### src/rtl/ppi_pkg.sv
// Constants for the programmable 24-line parallel port block
package ppi_pkg;

    // -------------------------------------------------------------
    // Register offsets
    // -------------------------------------------------------------
    localparam logic [1:0] PPI_OFS_PORT_A = 2'h0;
    localparam logic [1:0] PPI_OFS_PORT_B = 2'h1;
    localparam logic [1:0] PPI_OFS_PORT_C = 2'h2;
    localparam logic [1:0] PPI_OFS_CONFIG = 2'h3;

    // -------------------------------------------------------------
    // Configuration word fields
    // -------------------------------------------------------------
    localparam logic [2:0] PPI_CW_FLAG = 3'h7;
    localparam logic [2:0] PPI_CW_A_MODE_HI = 3'h6;
    localparam logic [2:0] PPI_CW_A_MODE_LO = 3'h5;
    localparam logic [2:0] PPI_CW_A_IN = 3'h4;
    localparam logic [2:0] PPI_CW_CU_IN = 3'h3;
    localparam logic [2:0] PPI_CW_B_MODE = 3'h2;
    localparam logic [2:0] PPI_CW_B_IN = 3'h1;
    localparam logic [2:0] PPI_CW_CL_IN = 3'h0;
    localparam logic [2:0] PPI_SR_VALUE = 3'h0;

    // -------------------------------------------------------------
    // Port C handshake bit positions in strobed input
    // -------------------------------------------------------------
    localparam logic [2:0] PPI_C_A_FULL = 3'h5;
    localparam logic [2:0] PPI_C_A_ENABLE = 3'h4;
    localparam logic [2:0] PPI_C_A_REQUEST = 3'h3;
    localparam logic [2:0] PPI_C_B_ENABLE = 3'h2;
    localparam logic [2:0] PPI_C_B_FULL = 3'h1;
    localparam logic [2:0] PPI_C_B_REQUEST = 3'h0;
    localparam logic [7:0] PPI_C_A_HS_MASK = 8'h38;
    localparam logic [7:0] PPI_C_B_HS_MASK = 8'h07;

    // -------------------------------------------------------------
    // Values after reset
    // -------------------------------------------------------------
    localparam logic [7:0] PPI_CFG_RST = 8'h9b;
    localparam logic [7:0] PPI_PORT_RST = 8'h00;
    localparam logic [7:0] PPI_UNMAPPED_READ = 8'h00;

endpackage

### src/rtl/ppi_port.sv
// Programmable parallel port: basic and strobed input modes
`timescale 1ns/10ps
`default_nettype none

module ppi_port (
    // Clock, reset and clock enable
    input wire logic mclk,
    input wire logic reset,
    input wire logic ce,
    // Register port
    input wire logic [1:0] addr,
    input wire logic [7:0] wdata,
    input wire logic wr,
    input wire logic rd,
    output logic [7:0] rdata,
    // Port A pins
    input wire logic [7:0] pa_in,
    output logic [7:0] pa_out,
    output logic [7:0] pa_oe_n,
    // Port B pins
    input wire logic [7:0] pb_in,
    output logic [7:0] pb_out,
    output logic [7:0] pb_oe_n,
    // Port C pins
    input wire logic [7:0] pc_in,
    output logic [7:0] pc_out,
    output logic [7:0] pc_oe_n
);
    import ppi_pkg::*;

    // -------------------------------------------------------------
    // State
    // -------------------------------------------------------------

    // Whole state of the block in one record
    typedef struct packed {
        logic [7:0] cfg;
        logic [7:0] pa_lat;
        logic [7:0] pb_lat;
        logic [7:0] pc_lat;
        logic [7:0] a_in_lat;
        logic [7:0] b_in_lat;
        logic group_a_input_full;
        logic group_b_input_full;
        logic group_a_irq_enable;
        logic group_b_irq_enable;
        logic a_strobe_prev;
        logic b_strobe_prev;
        logic [7:0] rdata;
    } ppi_state_s;

    ppi_state_s st_q;
    ppi_state_s st_d;

    // -------------------------------------------------------------
    // Helpers
    // -------------------------------------------------------------

    // Live pins where the mask marks inputs, latch elsewhere
    function automatic logic [7:0] ppi_merge(
        input logic [7:0] lat,
        input logic [7:0] pins,
        input logic [7:0] in_mask
    );
        ppi_merge = (pins & in_mask) | (lat & ~in_mask);
    endfunction

    // -------------------------------------------------------------
    // Mode decode
    // -------------------------------------------------------------
    logic a_strobed;
    logic b_strobed;
    logic a_is_in;
    logic b_is_in;
    logic a_sin;
    logic b_sin;
    logic [7:0] hs_mask;
    logic [7:0] c_in_mask;
    logic [7:0] strobe_mask;
    logic group_a_strobe_n;
    logic group_b_strobe_n;
    logic group_a_irq_request;
    logic group_b_irq_request;
    logic a_strobe_fall;
    logic b_strobe_fall;
    logic [7:0] hs_val;

    // Group modes; all three group A mode codes above zero count as strobed
    assign a_strobed = st_q.cfg[PPI_CW_A_MODE_HI]
        | st_q.cfg[PPI_CW_A_MODE_LO];
    assign b_strobed = st_q.cfg[PPI_CW_B_MODE];
    assign a_is_in = st_q.cfg[PPI_CW_A_IN];
    assign b_is_in = st_q.cfg[PPI_CW_B_IN];
    assign a_sin = a_strobed & a_is_in;
    assign b_sin = b_strobed & b_is_in;

    // Port C bits owned by the handshake of each strobed group
    assign hs_mask = (a_strobed ? PPI_C_A_HS_MASK : 8'h00)
        | (b_strobed ? PPI_C_B_HS_MASK : 8'h00);

    // General port C inputs; handshake bits are never general
    assign c_in_mask = {{4{st_q.cfg[PPI_CW_CU_IN]}},
        {4{st_q.cfg[PPI_CW_CL_IN]}}} & ~hs_mask;

    // Strobe pins are inputs owned by their group
    assign strobe_mask = ({7'h00, a_strobed} << PPI_C_A_ENABLE)
        | ({7'h00, b_strobed} << PPI_C_B_ENABLE);
    assign group_a_strobe_n = pc_in[PPI_C_A_ENABLE];
    assign group_b_strobe_n = pc_in[PPI_C_B_ENABLE];

    // -------------------------------------------------------------
    // Handshake status
    // -------------------------------------------------------------

    // Requests follow enable and full with no extra state
    assign group_a_irq_request = st_q.group_a_irq_enable
        & st_q.group_a_input_full;
    assign group_b_irq_request = st_q.group_b_irq_enable
        & st_q.group_b_input_full;

    // Inputs are taken as synchronous, so one flop finds the edge
    assign a_strobe_fall = a_sin & st_q.a_strobe_prev
        & ~group_a_strobe_n;
    assign b_strobe_fall = b_sin & st_q.b_strobe_prev
        & ~group_b_strobe_n;

    // Status word; enable bits replace the strobe pin levels
    always_comb begin
        hs_val = 8'h00;
        hs_val[PPI_C_A_FULL] = st_q.group_a_input_full;
        hs_val[PPI_C_A_ENABLE] = st_q.group_a_irq_enable;
        hs_val[PPI_C_A_REQUEST] = group_a_irq_request;
        hs_val[PPI_C_B_ENABLE] = st_q.group_b_irq_enable;
        hs_val[PPI_C_B_FULL] = st_q.group_b_input_full;
        hs_val[PPI_C_B_REQUEST] = group_b_irq_request;
        hs_val = hs_val & hs_mask;
    end

    // -------------------------------------------------------------
    // Pin drive
    // -------------------------------------------------------------

    // Data ports drive their latch unless set as inputs
    assign pa_out = st_q.pa_lat;
    assign pb_out = st_q.pb_lat;
    assign pa_oe_n = {8{a_is_in}};
    assign pb_oe_n = {8{b_is_in}};

    // Port C drives latch on general bits, status on handshake bits
    assign pc_out = (st_q.pc_lat & ~hs_mask) | hs_val;
    assign pc_oe_n = c_in_mask | strobe_mask;

    // Read data stand from the flop one cycle after the strobe
    assign rdata = st_q.rdata;

    // -------------------------------------------------------------
    // Next state
    // -------------------------------------------------------------
    logic [7:0] rd_val;
    logic [2:0] sr_sel;

    // Value that a read of the addressed register returns
    always_comb begin
        rd_val = PPI_UNMAPPED_READ;
        unique case (addr)
            PPI_OFS_PORT_A: begin
                if (a_sin) begin
                    rd_val = st_q.a_in_lat;
                end else begin
                    rd_val = ppi_merge(st_q.pa_lat, pa_in,
                        {8{a_is_in}});
                end
            end
            PPI_OFS_PORT_B: begin
                if (b_sin) begin
                    rd_val = st_q.b_in_lat;
                end else begin
                    rd_val = ppi_merge(st_q.pb_lat, pb_in,
                        {8{b_is_in}});
                end
            end
            PPI_OFS_PORT_C: begin
                rd_val = (ppi_merge(st_q.pc_lat, pc_in, c_in_mask)
                    & ~hs_mask) | hs_val;
            end
            PPI_OFS_CONFIG: begin
                // Write-only register reads as zero
                rd_val = PPI_UNMAPPED_READ;
            end
        endcase
    end

    assign sr_sel = wdata[3:1];

    // Register writes, read side effects and strobe captures
    always_comb begin
        st_d = st_q;
        st_d.a_strobe_prev = group_a_strobe_n;
        st_d.b_strobe_prev = group_b_strobe_n;

        // Reads: data out next cycle, strobed read empties the latch
        if (rd) begin
            st_d.rdata = rd_val;
            if (addr == PPI_OFS_PORT_A && a_sin) begin
                st_d.group_a_input_full = 1'b0;
            end
            if (addr == PPI_OFS_PORT_B && b_sin) begin
                st_d.group_b_input_full = 1'b0;
            end
        end

        // Writes
        if (wr) begin
            unique case (addr)
                PPI_OFS_PORT_A: begin
                    st_d.pa_lat = wdata;
                end
                PPI_OFS_PORT_B: begin
                    st_d.pb_lat = wdata;
                end
                PPI_OFS_PORT_C: begin
                    // Handshake bits are not writable as data
                    st_d.pc_lat = (st_q.pc_lat & hs_mask)
                        | (wdata & ~hs_mask);
                end
                PPI_OFS_CONFIG: begin
                    if (wdata[PPI_CW_FLAG]) begin
                        // New mode: outputs A and C restart at zero
                        st_d.cfg = wdata;
                        st_d.pa_lat = PPI_PORT_RST;
                        st_d.pc_lat = PPI_PORT_RST;
                        st_d.group_a_input_full = 1'b0;
                        st_d.group_b_input_full = 1'b0;
                        st_d.group_a_irq_enable = 1'b0;
                        st_d.group_b_irq_enable = 1'b0;
                    end else if (a_strobed
                        && sr_sel == PPI_C_A_ENABLE) begin
                        st_d.group_a_irq_enable =
                            wdata[PPI_SR_VALUE];
                    end else if (b_strobed
                        && sr_sel == PPI_C_B_ENABLE) begin
                        st_d.group_b_irq_enable =
                            wdata[PPI_SR_VALUE];
                    end else if (hs_mask[sr_sel] == 1'b0) begin
                        // Plain bit set/reset of a general line
                        st_d.pc_lat[sr_sel] = wdata[PPI_SR_VALUE];
                    end
                end
            endcase
        end

        // Captures come last so a strobe beats a same-cycle clear
        if (a_strobe_fall) begin
            st_d.a_in_lat = pa_in;
            st_d.group_a_input_full = 1'b1;
        end
        if (b_strobe_fall) begin
            st_d.b_in_lat = pb_in;
            st_d.group_b_input_full = 1'b1;
        end
    end

    // -------------------------------------------------------------
    // State register
    // -------------------------------------------------------------

    // Synchronous reset, which acts even with clock enable low; otherwise ce low freezes everything
    always_ff @(posedge mclk) begin
        if (reset) begin
            st_q.cfg <= PPI_CFG_RST;
            st_q.pa_lat <= PPI_PORT_RST;
            st_q.pb_lat <= PPI_PORT_RST;
            st_q.pc_lat <= PPI_PORT_RST;
            st_q.a_in_lat <= PPI_PORT_RST;
            st_q.b_in_lat <= PPI_PORT_RST;
            st_q.group_a_input_full <= 1'b0;
            st_q.group_b_input_full <= 1'b0;
            st_q.group_a_irq_enable <= 1'b0;
            st_q.group_b_irq_enable <= 1'b0;
            // Idle strobe is high; no false edge after reset
            st_q.a_strobe_prev <= 1'b1;
            st_q.b_strobe_prev <= 1'b1;
            st_q.rdata <= PPI_UNMAPPED_READ;
        end else if (ce) begin
            st_q <= st_d;
        end
    end

endmodule // ppi_port

`default_nettype wire

### config.mk
export PLATFORM = sky130hd
export DESIGN_NAME = ppi_port
export DESIGN_NICKNAME = d
export VERILOG_FILES = /design/src/rtl/ppi_pkg.sv /design/src/rtl/ppi_port.sv
export SDC_FILE = /design/constraint.sdc
export NUM_CORES = 1
export LEC_CHECK = 0
export BUFFER_PORTS_ARGS = -buffer_cell sky130_fd_sc_hd__buf_2
export CAP_MARGIN = 0
export CORE_AREA = 2 2 137 99
export DETAILED_ROUTE_END_ITERATION = 6
export DIE_AREA = 0 0 139 101
export PLACE_DENSITY = 0.57
export SLEW_MARGIN = 25
export SYNTH_ARGS = -nofsm -noshare
export SYNTH_HDL_FRONTEND = slang
export SYNTH_SLANG_ARGS = --single-unit
export TNS_END_PERCENT = 50
### constraint.sdc
create_clock -name mclk -period 1.8 [get_ports mclk]
set_input_delay 0.18 -clock mclk [delete_from_list [all_inputs] [get_ports mclk]]
set_output_delay 0.18 -clock mclk [all_outputs]
set_load 0.005 [all_outputs]
==> metrics.md <==
| Metric | Value |
|---|---|
| Status | `complete, no violations` |
| Synthesized area per cell | `7.73 sq um` |
| Max VDD drop | `0.444 mV` |
| Hold-fix buffers, CTS | `0` |
| Clock-pin slew on the worst setup and hold paths | `0.05 ns` |
| I/O pin cnt | `95` |
| Vias in the first global route | `3351` |
| Die width | `139 um` |
| Mapped cell area | `3730 sq um` |
| EDFF count, synth | `0` |
| Largest area contributor in the netlist | `dfxtp_1` |
| Sw power | `0.000908 W` |
| GP Congestion | `0.914` |
| Asr flop ratio synth | `0` |
| FMAX | `607 MHz` |
| Syn Nets | `522` |
| GRT overflow | `0` |
| YS warnings | `0` |
| Met2 wire len | `4840 um` |
| Sw frac | `0.268` |
| Maximum number of pins on one net before global-route repair | `33` |
| Ant diodes | `0` |
| Wire length on met3 | `1020 um` |
| Pre-antenna DRT Iters | `4` |
| Final period utilization | `0.916` |
| Average vias per placed instance | `5.04` |
| P_leak | `1.80 nW` |
| CTS buffer count | `9` |
| Main area contributors after synthesis | `dfxtp_1, buf_4, mux2i_1` |
| Slew headroom | `0.559` |
| Row cnt | `35` |
| Via count | `3551` |
| Post-route DRC | `0` |
| Layout Nets | `575` |
| Commonest cells after routing, fill and taps aside | `buf_2, nand2_1, dfxtp_1, nor2_1, a21oi_1` |
| Post-synthesis cell count | `483` |
| First-pass GRT wire length | `19000 um` |
| Latest clock arrival within the worst-skew pair | `0.33 ns` |
| Top layer in use | `met4` |
| CP arrival | `1.47 ns` |
| Critical Path RT | `1.62 ns` |
| Core area | `12800 sq um` |
| CP max FO | `9` |
| Fin Setup TNS | `0 ns` |
| RSZ-0062 raised after global routing | `no` |
| Crit path capture type | `output port` |
| Dpl cells | `691` |
| Hold Violations, Final | `0` |
| Commonest non-fill, non-tap cell in the layout | `buf_2` |
| Synth top area share | `0.327` |
| Clock Tree Buf Depth | `2` |
| Max-Cap Viols | `0` |
| Element type at the critical path start | `flip-flop` |
| Routed WL | `12000 um` |
| Resized cells post-CTS | `0` |
| GRT Util Overall | `0.176` |
| Netlist cell types | `51` |
| Synthesis-to-layout area growth | `16.1%` |
| Die area | `14000 sq um` |
| Fin util | `0.339` |
| Post-CTS Setup Bufs | `0` |
| WS Path Type | `flip-flop to output port` |
| Die Y-Extent | `101 um` |
| Flop pwr share | `0.418` |
| Share of cells above drive strength 1 | `0.289` |
| Final ANT Viol Nets | `0` |
| Initial Utilization | `0.292` |
| CTS root buffer | `clkbuf_16` |
| Worst Skew | `0.00658 ns` |
| Primary FF master, synth | `dfxtp_1` |
| Layout fillers | `1410` |
| H-Tree Depth | `3` |
| Clock sinks | `61` |
| Least-Margin Pin Slew | `0.662 ns` |
| Initial antenna violation count | `0` |
| I/O Buffers | `94` |
| Combinational power share | `0.131` |
| Final setup viols | `0` |
| Power Density | `782 nW/um^2` |
| Clk pwr share | `0.450` |
| Hold Crit Class | `input pin to flip-flop` |
| DRT iter0 DRCs | `294` |
| Non-Filler Instances | `705` |
| DPL Wire Length | `9280 um` |
| Post-DR wirelength/cell | `17.1 um` |
| Synth Register Bits | `61` |
| Met1 WL | `6050 um` |
| Post-synthesis sequential area ratio | `0.327` |
| CTS tree | `built` |
| Fin crit period | `1.65 ns` |
| Max-slew violations | `0` |
| P_int | `0.00248 W` |
==> layer usage <==
layer / vias up / GRT usage
li1: 1731 / -
met1: 1676 / 0.258
met2: 134 / 0.252
met3: 10 / 0.0489
met4: 0 / 0.0466
met5: - / 0
==> cell usage after synthesis, types with 5 or more instances <==
cell type  number
a211oi_1       10
a21oi_1        38
a221oi_1        5
a311oi_1        5
a31oi_1        13
and2_1          5
buf_2          12
buf_4          51
buf_6           6
clkbuf_1       12
dfxtp_1        61
inv_1           5
mux2i_1        29
nand2_1        72
nand2b_1       12
nand3_1        16
nor2_1         47
nor2b_1         8
o21ai_0        24
==> area by class of cell <==
cell class	instances	area, sq um	area share
Timing Repair Buffer	125	716	0.165
Sequential cell	61	1220	0.282
Inverter	5	18.8	0.00433
Multi-Input combinational cell	334	1910	0.441
Clock inverter	4	27.5	0.00635
Tap cell	166	208	0.0479
Clock buffer	10	229	0.0529
==> kinds of logic (layout without fill, tap and decap cells) <==
group                  Yosys count  after routing  share of synthesized area
AOI/OAI and AO/OA              112            112                      0.186
muxes                           32             32                     0.0868
DFF                             61             61                      0.327
and+or+nand+nor                190            190                      0.240
buffers and inverters           88            144                      0.161
==> registers in the layout, summed over array words and instances (netlist names), named ones only <==
signal,flops
pb_oe_n,1
pb_out,8
b_strobed,1
st_q,28
pa_oe_n,1
rdata,8
pa_out,8
==> worst paths after layout <==
check / startpoint / end / slack, ns / cells after the start
worst min register to register: pa_out[4] / pa_out[4] / 0.49 / 2
worst min-delay path: pc_in[4] / st_q[9] / 0.1 / 2
worst max register to register: st_q[59] / rdata[5] / 0.16 / 6
worst max-delay path: st_q[57] / pc_oe_n[4] / 0.15 / 2
==> critical path, stage by stage (launching register included) <==
cell	delay, ns
dfxtp_1	0.45
or3_2	0.55
buf_2	0.15
==> metrics by stage <==
| step | hold slack (ns) | setup slack, ns | instance area (sq um) | total power [W] |
|---|---|---|---|---|
| floorplan | 0.301 | 0.319 | 3730 | 0.00173 |
| global placement | 0.431 | 0.220 | 4080 | 0.00189 |
| detailed placement | 0.433 | 0.187 | 4080 | 0.00189 |
| CTS | 0.0871 | 0.105 | 4330 | 0.00341 |
| global route | 0.104 | 0.0692 | 4330 | 0.00354 |
| finish | 0.0971 | 0.151 | 4330 | 0.00339 |
==> power by group through the flow <==
| stage | Clock [W] | Sequential, W | Combinational [W] |
|---|---|---|---|
| floorplan | 0 | 0.00143 | 0.000302 |
| global placement | 0 | 0.00144 | 0.000442 |
| detailed placement | 0 | 0.00144 | 0.000441 |
| CTS | 0.00155 | 0.00142 | 0.000442 |
| global route | 0.00163 | 0.00142 | 0.000489 |
| finish | 0.00153 | 0.00142 | 0.000444 |
(Power assumes the default switching activity.)
